**config.mk**
```make
export PLATFORM = sky130hd
export DESIGN_NAME = idr_top
export DESIGN_NICKNAME = d
export VERILOG_FILES = /design/src/verilog/idr_pkg.sv /design/src/verilog/idr_top.sv
export SDC_FILE = /design/constraint.sdc
export NUM_CORES = 1
export LEC_CHECK = 0
export ABC_AREA = 1
export ABC_CLOCK_PERIOD_IN_PS = 8840
export BUFFER_PORTS_ARGS = -buffer_cell sky130_fd_sc_hd__buf_2
export CAP_MARGIN = 20
export CORE_MARGIN = 1.5
export CORE_UTILIZATION = 53
export DETAILED_ROUTE_END_ITERATION = 8
export PLACE_DENSITY_LB_ADDON = 0.12
export SYNTH_ARGS = -nofsm -noshare
export SYNTH_HDL_FRONTEND = slang
export SYNTH_SLANG_ARGS = --single-unit
```
**constraint.sdc**
```tcl
create_clock -name clk_in -period 8.84 [get_ports clk_in]
set_input_delay 1.326 -clock clk_in [delete_from_list [all_inputs] [get_ports clk_in]]
set_output_delay 1.326 -clock clk_in [all_outputs]
set_load 0.005 [all_outputs]
```
**src/verilog/idr_pkg.sv**
```systemverilog
// Constants, register map and carrier types for the inertial data register block
// Overview of operation
// - Power-on reset restores all logic and settings
// - Linear unit soft reset on 0xB6 at 0x14
// - Rotation unit soft reset on 0xB6 at 0x14
// - Soft reset restores defaults, normal mode
// - All outputs in two's complement
// - Linear axes 12 bit, split 11:4 / 3:0
// - Linear low byte bit 0 is fresh-sample flag
// - Low-byte read freezes high byte until read
// - Bit 6 of 0x13 disables shadow lock
// - Bit 7 of 0x13 selects unfiltered data
// - Unfiltered 2 kHz; filtered at twice bandwidth
// - Linear range code in 0x0F bits 3:0
// - Rotation axes 16 bit, split 15:8 / 7:0
// - Rotation decimation 2/5/10/20 then IIR
// - Rotation bandwidth code in 0x10 bits 3:0
// - Rotation range code in 0x0F bits 2:0
// - 8-bit temperature at 0x08 per unit
package idr_pkg;
  localparam logic [7:0] IDR_OFS_X_LOW = 8'h02;
  localparam logic [7:0] IDR_OFS_X_HIGH = 8'h03;
  localparam logic [7:0] IDR_OFS_Y_LOW = 8'h04;
  localparam logic [7:0] IDR_OFS_Y_HIGH = 8'h05;
  localparam logic [7:0] IDR_OFS_Z_LOW = 8'h06;
  localparam logic [7:0] IDR_OFS_Z_HIGH = 8'h07;
  localparam logic [7:0] IDR_OFS_THERMAL = 8'h08;
  localparam logic [7:0] IDR_OFS_SCALE = 8'h0F;
  localparam logic [7:0] IDR_OFS_FILTER = 8'h10;
  localparam logic [7:0] IDR_OFS_PATH = 8'h13;
  localparam logic [7:0] IDR_OFS_SOFT_RESET = 8'h14;
  localparam logic [7:0] IDR_SOFT_RESET_KEY = 8'hB6;
  localparam int IDR_PATH_UNFILT_BIT = 7;
  localparam int IDR_PATH_LOCK_DIS_BIT = 6;
  localparam int IDR_FRESH_BIT = 0;
  localparam logic [7:0] IDR_LIN_SCALE_RST = 8'h03;
  localparam logic [7:0] IDR_LIN_FILTER_RST = 8'h0F;
  localparam logic [7:0] IDR_ROT_SCALE_RST = 8'h00;
  localparam logic [7:0] IDR_ROT_FILTER_RST = 8'h00;
  localparam logic [7:0] IDR_PATH_RST = 8'h00;
  localparam logic [4:0] IDR_LIN_BW_MASK = 5'h1F;
  localparam logic [3:0] IDR_LIN_RANGE_MASK = 4'hF;
  localparam logic [3:0] IDR_ROT_BW_MASK = 4'hF;
  localparam logic [2:0] IDR_ROT_RANGE_MASK = 3'h7;
  localparam int IDR_CLK_HZ = 10000000;
  localparam int IDR_RAW_RATE_HZ = 2000;
  localparam int IDR_RAW_TICK_CYC = IDR_CLK_HZ / IDR_RAW_RATE_HZ;
  localparam int IDR_SOFT_WAIT_MS = 200;

  typedef struct packed {
    logic        wr;
    logic        rd;
    logic [7:0]  addr;
    logic [7:0]  wdata;
  } idr_req_t;

  typedef struct packed {
    logic [15:0] x;
    logic [15:0] y;
    logic [15:0] z;
    logic [7:0]  temp;
  } idr_sample_t;

  typedef enum logic [1:0] {
    IDR_LOCK_OPEN = 2'b00,
    IDR_LOCK_HELD = 2'b01
  } idr_lock_t;
endpackage

```
**src/verilog/idr_top.sv**
```systemverilog
// Register readout for the linear-motion and rotation units
`timescale 1ns/1ps
module idr_top
  import idr_pkg::*;
(
  input wire logic clk_in,               // 10 MHz clock
  input wire logic rstn_in,              // Power-on reset, active low
  input wire idr_req_t lin_req_in,       // Linear unit register request
  input wire idr_req_t rot_req_in,       // Rotation unit register request
  input wire idr_sample_t lin_raw_in,    // Linear front-end sample, offset compensated
  input wire idr_sample_t lin_filt_in,   // Linear filtered sample
  input wire logic lin_filt_valid_in,    // Filtered linear sample strobe
  input wire idr_sample_t rot_raw_in,    // Rotation front-end sample
  input wire idr_sample_t rot_filt_in,   // Rotation decimated and IIR sample
  input wire logic rot_filt_valid_in,    // Filtered rotation sample strobe
  output logic [7:0] lin_rdata_out,      // Linear read data
  output logic [7:0] rot_rdata_out,      // Rotation read data
  output logic [4:0] lin_bw_code_out,    // Linear filter bandwidth code
  output logic [3:0] lin_range_code_out, // Linear range code
  output logic [3:0] rot_bw_code_out,    // Rotation bandwidth code
  output logic [2:0] rot_range_code_out, // Rotation range code
  output logic lin_soft_reset_out,       // Linear soft reset pulse
  output logic rot_soft_reset_out        // Rotation soft reset pulse
);
  logic rst_meta_q;
  logic rstn_q;
  logic [12:0] tick_cnt_q;
  logic raw_tick_q;

  always_ff @(posedge clk_in or negedge rstn_in)
  begin
    if (!rstn_in)
    begin
      rst_meta_q <= 1'b0;
      rstn_q <= 1'b0;
    end
    else
    begin
      rst_meta_q <= 1'b1;
      rstn_q <= rst_meta_q;
    end
  end

  // Shared 2 kHz enable for unfiltered data in both units
  always_ff @(posedge clk_in or negedge rstn_q)
  begin
    if (!rstn_q)
    begin
      tick_cnt_q <= 13'h0000;
      raw_tick_q <= 1'b0;
    end
    else if (tick_cnt_q == 13'(IDR_RAW_TICK_CYC - 1))
    begin
      tick_cnt_q <= 13'h0000;
      raw_tick_q <= 1'b1;
    end
    else
    begin
      tick_cnt_q <= tick_cnt_q + 13'h0001;
      raw_tick_q <= 1'b0;
    end
  end

  idr_unit #(.IS_ROT(1'b0)) u_lin (
    .clk_in(clk_in),
    .rstn_in(rstn_q),
    .req_in(lin_req_in),
    .raw_in(lin_raw_in),
    .filt_in(lin_filt_in),
    .filt_valid_in(lin_filt_valid_in),
    .raw_tick_in(raw_tick_q),
    .rdata_out(lin_rdata_out),
    .scale_out(),
    .filter_out(),
    .bw_lin_out(lin_bw_code_out),
    .range_lin_out(lin_range_code_out),
    .bw_rot_out(),
    .range_rot_out(),
    .soft_reset_out(lin_soft_reset_out)
  );

  idr_unit #(.IS_ROT(1'b1)) u_rot (
    .clk_in(clk_in),
    .rstn_in(rstn_q),
    .req_in(rot_req_in),
    .raw_in(rot_raw_in),
    .filt_in(rot_filt_in),
    .filt_valid_in(rot_filt_valid_in),
    .raw_tick_in(raw_tick_q),
    .rdata_out(rot_rdata_out),
    .scale_out(),
    .filter_out(),
    .bw_lin_out(),
    .range_lin_out(),
    .bw_rot_out(rot_bw_code_out),
    .range_rot_out(rot_range_code_out),
    .soft_reset_out(rot_soft_reset_out)
  );
endmodule

// One sensing unit: config registers, shadowed data, fresh flags
module idr_unit
  import idr_pkg::*;
#(
  parameter logic IS_ROT = 1'b0
)
(
  input wire logic clk_in,            // Clock
  input wire logic rstn_in,           // Synchronised reset, active low
  input wire idr_req_t req_in,        // Register request
  input wire idr_sample_t raw_in,     // Unfiltered sample
  input wire idr_sample_t filt_in,    // Filtered sample
  input wire logic filt_valid_in,     // Filtered sample strobe
  input wire logic raw_tick_in,       // 2 kHz enable
  output logic [7:0] rdata_out,       // Read data, registered
  output logic [7:0] scale_out,       // Range register
  output logic [7:0] filter_out,      // Bandwidth register
  output logic [4:0] bw_lin_out,      // Linear bandwidth field
  output logic [3:0] range_lin_out,   // Linear range field
  output logic [3:0] bw_rot_out,      // Rotation bandwidth field
  output logic [2:0] range_rot_out,   // Rotation range field
  output logic soft_reset_out         // Soft reset pulse
);
  // Per-unit defaults, shared by power-on and soft reset
  localparam logic [7:0] SCALE_DFLT = IS_ROT ? IDR_ROT_SCALE_RST : IDR_LIN_SCALE_RST;
  localparam logic [7:0] FILTER_DFLT = IS_ROT ? IDR_ROT_FILTER_RST : IDR_LIN_FILTER_RST;

  logic [7:0] scale_q;
  logic [7:0] filter_q;
  logic [7:0] path_q;
  logic [7:0] scale_d;
  logic [7:0] filter_d;
  logic [7:0] path_d;
  logic soft_q;
  logic [15:0] low_q [3];
  logic [15:0] high_q [3];
  logic [7:0] temp_q;
  logic [2:0] fresh_q;
  idr_lock_t lock_q [3];
  idr_sample_t src;
  logic upd;
  logic lock_en;
  logic [15:0] axis [3];
  logic soft_hit;

  function automatic logic [7:0] low_byte(input logic [15:0] v, input logic f);
    // Linear low nibble in 7:4, fresh flag in bit 0
    if (IS_ROT)
      low_byte = v[7:0];
    else
      low_byte = {v[3:0], 3'b000, f};
  endfunction

  function automatic logic [7:0] high_byte(input logic [15:0] v);
    high_byte = IS_ROT ? v[15:8] : v[11:4];
  endfunction

  // Hit decode for config writes and axis reads; soft reset key decoded apart
  function automatic logic wr_hit(input idr_req_t q, input logic [7:0] a);
    wr_hit = q.wr && q.addr == a;
  endfunction

  function automatic logic rd_hit(input idr_req_t q, input logic [7:0] a);
    rd_hit = q.rd && q.addr == a;
  endfunction

  // Write-only and unmapped offsets read as zero
  function automatic logic [7:0] read_word(input logic [7:0] a);
    case (a)
      IDR_OFS_X_LOW: read_word = low_byte(low_q[0], fresh_q[0]);
      IDR_OFS_X_HIGH: read_word = high_byte(high_q[0]);
      IDR_OFS_Y_LOW: read_word = low_byte(low_q[1], fresh_q[1]);
      IDR_OFS_Y_HIGH: read_word = high_byte(high_q[1]);
      IDR_OFS_Z_LOW: read_word = low_byte(low_q[2], fresh_q[2]);
      IDR_OFS_Z_HIGH: read_word = high_byte(high_q[2]);
      IDR_OFS_THERMAL: read_word = temp_q;
      IDR_OFS_SCALE: read_word = scale_q;
      IDR_OFS_FILTER: read_word = filter_q;
      IDR_OFS_PATH: read_word = path_q;
      default: read_word = 8'h00;
    endcase
  endfunction

  assign soft_hit = req_in.wr && req_in.addr == IDR_OFS_SOFT_RESET
                    && req_in.wdata == IDR_SOFT_RESET_KEY;
  assign lock_en = !path_q[IDR_PATH_LOCK_DIS_BIT];
  // Source select; raw stream paced at 2 kHz
  assign src = path_q[IDR_PATH_UNFILT_BIT] ? raw_in : filt_in;
  assign upd = path_q[IDR_PATH_UNFILT_BIT] ? raw_tick_in : filt_valid_in;
  assign axis[0] = src.x;
  assign axis[1] = src.y;
  assign axis[2] = src.z;

  assign scale_out = scale_q;
  assign filter_out = filter_q;
  assign bw_lin_out = filter_q[4:0] & IDR_LIN_BW_MASK;
  assign range_lin_out = scale_q[3:0] & IDR_LIN_RANGE_MASK;
  assign bw_rot_out = filter_q[3:0] & IDR_ROT_BW_MASK;
  assign range_rot_out = scale_q[2:0] & IDR_ROT_RANGE_MASK;
  assign soft_reset_out = soft_q;

  // Soft reset lands one cycle after the key write; sample path keeps running
  always_ff @(posedge clk_in or negedge rstn_in)
  begin
    if (!rstn_in)
      soft_q <= 1'b0;
    else if (soft_q)
      soft_q <= 1'b0;
    else
      soft_q <= soft_hit;
  end

  // Next config values; a write in the soft reset cycle is lost
  always_comb
  begin
    scale_d = scale_q;
    filter_d = filter_q;
    path_d = path_q;
    if (soft_q)
    begin
      scale_d = SCALE_DFLT;
      filter_d = FILTER_DFLT;
      path_d = IDR_PATH_RST;
    end
    else
    begin
      if (wr_hit(req_in, IDR_OFS_SCALE))
        scale_d = req_in.wdata;
      if (wr_hit(req_in, IDR_OFS_FILTER))
        filter_d = req_in.wdata;
      if (wr_hit(req_in, IDR_OFS_PATH))
        path_d = req_in.wdata;
    end
  end

  always_ff @(posedge clk_in or negedge rstn_in)
  begin
    if (!rstn_in)
      scale_q <= SCALE_DFLT;
    else
      scale_q <= scale_d;
  end

  always_ff @(posedge clk_in or negedge rstn_in)
  begin
    if (!rstn_in)
      filter_q <= FILTER_DFLT;
    else
      filter_q <= filter_d;
  end

  always_ff @(posedge clk_in or negedge rstn_in)
  begin
    if (!rstn_in)
      path_q <= IDR_PATH_RST;
    else
      path_q <= path_d;
  end

  always_ff @(posedge clk_in or negedge rstn_in)
  begin
    if (!rstn_in)
      temp_q <= 8'h00;
    else if (upd)
      temp_q <= src.temp;
  end

  // Per-axis lock, data and fresh flag
  genvar g;
  for (g = 0; g < 3; g++)
  begin : g_axis
    logic rd_low;
    logic rd_high;
    logic fresh_d;
    logic [15:0] pend_q;
    idr_lock_t lock_d;
    assign rd_low = rd_hit(req_in, IDR_OFS_X_LOW + 8'(2 * g));
    assign rd_high = rd_hit(req_in, IDR_OFS_X_HIGH + 8'(2 * g));

    // Lock engages only while shadowing is enabled
    always_comb
    begin
      lock_d = lock_q[g];
      case (lock_q[g])
        IDR_LOCK_OPEN:
        begin
          if (rd_low && lock_en)
            lock_d = IDR_LOCK_HELD;
        end
        IDR_LOCK_HELD:
        begin
          if (rd_high || !lock_en)
            lock_d = IDR_LOCK_OPEN;
        end
        default:
          lock_d = IDR_LOCK_OPEN;
      endcase
    end

    always_ff @(posedge clk_in or negedge rstn_in)
    begin
      if (!rstn_in)
        lock_q[g] <= IDR_LOCK_OPEN;
      else
        lock_q[g] <= lock_d;
    end

    always_ff @(posedge clk_in or negedge rstn_in)
    begin
      if (!rstn_in)
        low_q[g] <= 16'h0000;
      else if (upd)
        low_q[g] <= axis[g];
    end

    // Newest sample parked while the high byte is held
    always_ff @(posedge clk_in or negedge rstn_in)
    begin
      if (!rstn_in)
        pend_q <= 16'h0000;
      else if (upd)
        pend_q <= axis[g];
    end

    // Held high byte keeps the pair coherent except when a sample lands in the low-byte read cycle; it catches up once released
    always_ff @(posedge clk_in or negedge rstn_in)
    begin
      if (!rstn_in)
        high_q[g] <= 16'h0000;
      else if (lock_q[g] != IDR_LOCK_HELD || lock_d == IDR_LOCK_OPEN)
      begin
        if (upd)
          high_q[g] <= axis[g];
        else
          high_q[g] <= pend_q;
      end
    end

    // New sample in the read cycle wins, so no sample goes unflagged
    always_comb
    begin
      fresh_d = fresh_q[g];
      if (rd_low || rd_high)
        fresh_d = 1'b0;
      if (upd)
        fresh_d = 1'b1;
    end

    always_ff @(posedge clk_in or negedge rstn_in)
    begin
      if (!rstn_in)
        fresh_q[g] <= 1'b0;
      else
        fresh_q[g] <= fresh_d;
    end
  end

  always_ff @(posedge clk_in or negedge rstn_in)
  begin
    if (!rstn_in)
      rdata_out <= 8'h00;
    else if (req_in.rd)
    begin
      rdata_out <= read_word(req_in.addr);
    end
  end
endmodule

```
==> reports/results.tsv, run 1 <==
metric	value	unit
status	completed	
largest net degree at the start of global routing	113	
Worst Tran Pin Value	1050	ps
Async SR Flop Fraction	1.00	
Clock Skew	9.78	ps
Final Core Density	0.642	
placer congestion estimate	0.891	
clock latency on the worst-skew pair	530	ps
Seq cells post-synth	245	
setup violators final	0	
Max Fclk	332	MHz
area delta synth->final	18.4	%
I/O pin total	298	
PostCTS Resize Cnt	0	
clock sink count	245	
post-synthesis sequential area ratio	0.497	
Flop pwr share	0.471	
Routed Antenna Nets	0	
CTS Hold Bufs	0	
mapped cell area	0.0124	sq mm
die height	156	um
Placed Area	0.0137	sq mm
Max Root-Sink Buffers	3	
Leak Pwr	7.78	nW
CP arrival	3450	ps
CP Class	reg2reg	
Area contributors post-synth	dfrtp_1, nand2_1, nand3_1, nor2_1, mux2i_1	
power share of the combinational group	0.110	
Hold WC Path Type	reg2async	
layout cells sized above 1	0.226	
worst relative slew slack	0.302	
peak supply drop	0.107	mV
vias in the first global route	9946	
EDFF count, synth	0	
Pint	2.06	mW
DR iter-0 viols	625	
DR DRC count	0	
CP Launch Type	flip-flop	
fin crit period	3010	ps
Finished Cell Area	0.0146	sq mm
Clk pin slew, worst setup/hold paths	60	ps
CTS tree	built	
top-count cell post-synth	nand2_1	
switching part of the total	0.253	
CP endpoint kind	flip-flop	
top cell type's share of synthesized area	0.484	
synth warn	0	
period utilisation layout	0.340	
CP Max Fanout	112	
hpwl dp	22.0	mm
Synth Flop Type	dfrtp_1	
die area	0.0242	sq mm
GRT Total Usage	0.258	
vias per inst	5.11	
H-tree Lvls	1	
WL/cell	14.9	um
CTS Root Cell	clkbuf_16	
Rows	55	
synth unique cells	39	
PortBufs	273	
Max Slew Vio Count	0	
Required @ worst endpoint	9290	ps
Post-Syn Area per Cell	8.19	sq um
Post-Route WL	31.0	mm
cell count after placement	2025	
via count	10600	
Clock Power Share	0.419	
Final Hold Viols	0	
Die X	156	um
Synth area leader	dfrtp_1	
PD cells	189	mW/mm^2
RSZ-0062 raised after global routing	false	
Max-Cap Viols	0	
setup tns final	0	ps
post-route insts no fill	2078	
Initial Util	0.543	
core area	0.0228	sq mm
first-pass GRT wire length	49.8	mm
GRT overflow	0	
commonest cells in the netlist	nand2_1, dfrtp_1, nand3_1	
Inserted Clock Buffers	27	
FILL cells	2040	
# Post-CTS Setup Buffers	0	
initial antenna violation count	4	
Mapped Cells	1509	
NetSw	0.700	mW
# nets final	2006	
Pre-antenna DRT Iters	5	
power by group through the flow:
stage | clock network [mW] | registers [mW] | logic, mW
2_1_floorplan | 0 | 1.30 | 0.206
3_3_place_gp | 0 | 1.32 | 0.300
3_5_place_dp | 0 | 1.32 | 0.306
4_1_cts | 1.18 | 1.30 | 0.309
5_1_grt | 1.23 | 1.31 | 0.349
6_report | 1.16 | 1.30 | 0.304
sequential cells by signal, indices dropped and copies added, names as in the netlist, 12 cells and up:
name	flops
u_rot.low_q	24
u_rot.high_q	24
u_lin.low_q	12
u_rot.g_axis.pend_q	24
u_lin.high_q	24
tick_cnt_q	13
u_lin.g_axis.pend_q	24
critical path: stages (launching register included):
cell and delay [ps]:
dfrtp_4 1090, nand2_1 220, o21ai_4 100, buf_4 810, nor2_1 70, a21oi_1 320, nand2_1 90, o21ai_0 90
metal layers:
metal	vias to the layer above	routed length, um	global-route usage
li1	5354	-	-
met2	346	14900	0.441
met1	4859	13300	0.339
met3	62	1870	0.0408
met4	2	929	0.0830
met5	-	17	0
cell type report:
class                           instances  area [sq um]  area share
Antenna cell                            3          7.51    0.000513
Clock buffer                           39           791      0.0540
Multi-Input combinational cell       1053          5230       0.358
Timing Repair Buffer                  281          1430      0.0975
Inverter                              133           499      0.0341
Tap cell                              313           392      0.0268
Clock inverter                         11           138     0.00941
Sequential cell                       245          6150       0.420
per-stage QoR:
step	hold WS [ps]	total power [mW]	setup slack (ps)
global route	368	2.89	5580
global placement	337	1.62	5770
finish	347	2.76	5830
CTS	359	2.79	5870
floorplan	331	1.50	1520
detailed placement	339	1.63	5740
worst paths after layout:
kind,start,end,slack (ps),cells after the start
worst max register to register,u_rot.path_q[7],u_rot.high_q[15],5830,7
worst min register to register,rstn_q,u_rot.scale_out[5],350,0
max in group asynchronous,rstn_q,u_lin.path_q[2],6430,2
worst max-delay path,u_rot.path_q[7],u_rot.high_q[15],5830,7
min in group clk_in,rst_meta_q,rstn_q,360,0
worst min-delay path,rstn_q,u_rot.scale_out[5],350,0
cell usage in the layout (no fill, tap or decap), types with 9 or more instances in the layout:
cell type,Yosys,final
nand2_1,384,384
nor3_1,9,9
inv_1,125,125
clkbuf_16,0,27
o21ai_0,86,86
o21ai_2,15,14
nand2_2,12,12
nand3_1,171,171
a21oi_1,49,49
nor2_1,167,167
dfrtp_1,239,237
a31oi_1,44,44
buf_2,44,273
mux2i_1,48,48
cell families after synthesis:
kind of cell	share of synthesized area
DFF	0.497
muxes	0.0389
other	0.000608
adders and majority gates	0.00101
xor gates and xnor gates	0.00496
and+or+nand+nor	0.275
buffers and inverters	0.0822
AOI/OAI and AO/OA	0.101
Power figures use the tool's default switching activity.
==> inputs of run 2 (changes only) <==
ABC_CLOCK_PERIOD_IN_PS = 2600   (was 8840)
CORE_UTILIZATION = 49   (was 53)
clock period = 2.6 ns   (was 8.84 ns; I/O delays follow)
==> run 2 against run 1 <==
Clock power grew to 3.8 times the previous value; hold slack got worse by 230 ps; die area increased by 8.0%; register-to-register slack worse by 5100 ps; clock-buffer cell count decreased by 6; combinational power grew to 3.7 times the previous value; critical path type unchanged; largest power group unchanged; highest routed layer is now met4.
==> reports/results.tsv, run 2 (synthesis results as in run 1) <==
metric	value	unit	change
Final Worst Setup Slack	766	ps	-5070 ps
Inserted Clock Buffers	27		unchanged
largest net degree at the start of global routing	67		-41%
area delta synth->final	21.2	%	
Clk pin slew, worst setup/hold paths	60	ps	about the same
CP Max Fanout	20		-82%
Max Slew Vio Count	0		unchanged
Max Fclk	545	MHz	+64%
max incr delay on CP	520	ps	-570 ps
DR DRC count	0		unchanged
RSZ-0062 raised after global routing	false		
GRT overflow	0		unchanged
Required @ worst endpoint	3040	ps	-6250 ps
hpwl dp	23.5	mm	+7.1%
Pre-antenna DRT Iters	5		unchanged
Placed Area	0.0139	sq mm	+1.8%
core area	0.0245	sq mm	+7.7%
peak supply drop	0.375	mV	+250%
DR iter-0 viols	561		-10%
# nets final	2025		+0.95%
Rows	57		+3.6%
register area	0.00615	sq mm	unchanged
met2 WL	15.8	mm	+6.2%
PD cells	658	mW/mm^2	+250%
period utilisation layout	0.705		+0.365
CTS Root Cell	clkbuf_16		
fin crit period	1830	ps	-1170 ps
most common cell after layout, fill and taps aside	nand2_1		
CTS tree	built		
FILL cells	2257		+11%
commonest non-fill, non-tap cells in the layout	nand2_1, buf_2, dfrtp_1		
via count	10700		+1.2%
layout cells sized above 1	0.235		+0.00951
Worst Tran Pin Value	684	ps	-363 ps
vias per inst	5.11		about the same
n_diodes	0		-3
M1 WL	13.2	mm	-0.99%
Die X	162	um	+3.9%
setup violators final	0		unchanged
CP Class	reg2reg		
critical-path cell list	o21ai_4 > buf_4 > nor2_1 > a21oi_1 > nand2_1 > o21ai_0		
status	completed		
Post-Route WL	31.5	mm	+1.5%
H-tree Lvls	1		unchanged
CP max stage cell	dfrtp_4		
clock latency on the worst-skew pair	530	ps	about the same
Clock Skew	16.4	ps	+6.59 ps
Leak Pwr	7.96	nW	+2.4%
GRT Total Usage	0.244		-0.0143
Routed Antenna Nets	0		unchanged
placer congestion estimate	0.918		+3.1%
Hold WC Path Type	in2reg		
Finished Cell Area	0.0150	sq mm	+2.4%
Final Hold Viols	0		unchanged
# Post-CTS Setup Buffers	0		unchanged
reg-to-reg setup timing slack	770	ps	-5070 ps
setup tns final	0	ps	unchanged
die height	162	um	+3.9%
worst relative slew slack	0.544		+0.241
CP Launch Type	flip-flop		
clock sink count	245		unchanged
CP arrival	2270	ps	-1180 ps
vias in the first global route	10500		+5.5%
PortBufs	273		unchanged
WL/cell	15.0	um	+0.25%
Setup WS pre-CTS	634	ps	-5110 ps
Multi-input gate area	0.00523	sq mm	unchanged
routed wire length on met3	1.67	mm	-11%
initial antenna violation count	0		-4
die area	0.0262	sq mm	+8.0%
power consumption	9.86	mW	+260%
DR top layer	met4		
first-pass GRT wire length	51.7	mm	+3.7%
Max Root-Sink Buffers	3		unchanged
Initial Util	0.504		-0.0388
I/O pin total	298		unchanged
Max-Cap Viols	0		unchanged
CP endpoint kind	flip-flop		
==> run 2: cell type report <==
class	count	share of cell area
multi-input combinational	1053	0.349
tap	324	0.0271
clock buffer	33	0.0499
sequential	245	0.410
clock inverter	16	0.0187
inverter	133	0.0333
timing repair buffer	300	0.112
==> run 2: worst max-delay path, delay by kind of cell, from the launching register on <==
kind,cells,cell delay [ps]
AOI/OAI and AO/OA,3,770
DFF,1,520
buffers and inverters,1,310
and+or+nand+nor,2,150
==> run 2: per-layer routing <==
metal  track usage  up-vias
met5             0        -
met4        0.0696        0
met3        0.0317       54
met2         0.436      324
met1         0.311     4968
li1              -     5402
==> run 2: report_power, final <==
part | switching, mW | internal, mW | total [mW]
clock | 1.53 | 2.83 | 4.36
combinational | 0.663 | 0.460 | 1.12
sequential | 0.201 | 4.18 | 4.38
==> run 2: per-stage QoR <==
stage	cells	hold slack (ps)	utilization
after detailed placement	2054	179	0.568
after CTS	2104	101	0.611
after global placement	2054	175	0.568
after floorplan	1514	94.4	-
after global routing	2104	120	0.611
final	2104	116	0.611
==> run 2: path summary, 6_finish.rpt <==
kind	from	end	depth (start not counted)
max	u_rot.path_q[7]	u_rot.high_q[12]	6
min	rot_filt_in[40]	u_rot.low_q[32]	3
max reg2reg	u_rot.path_q[7]	u_rot.high_q[12]	6
min reg2reg	rstn_q	u_rot.temp_q[3]	0
max in group asynchronous	rstn_q	u_rot.g_axis[0].pend_q[14]	2
min in group asynchronous	rstn_in	rstn_q	2
==> run 2: timing repair <==
item | 4_1_cts | 5_1_grt
hold endpoints to repair | 2 | 0
hold buffers | 1 | 0
gates resized for setup | 0 | 0
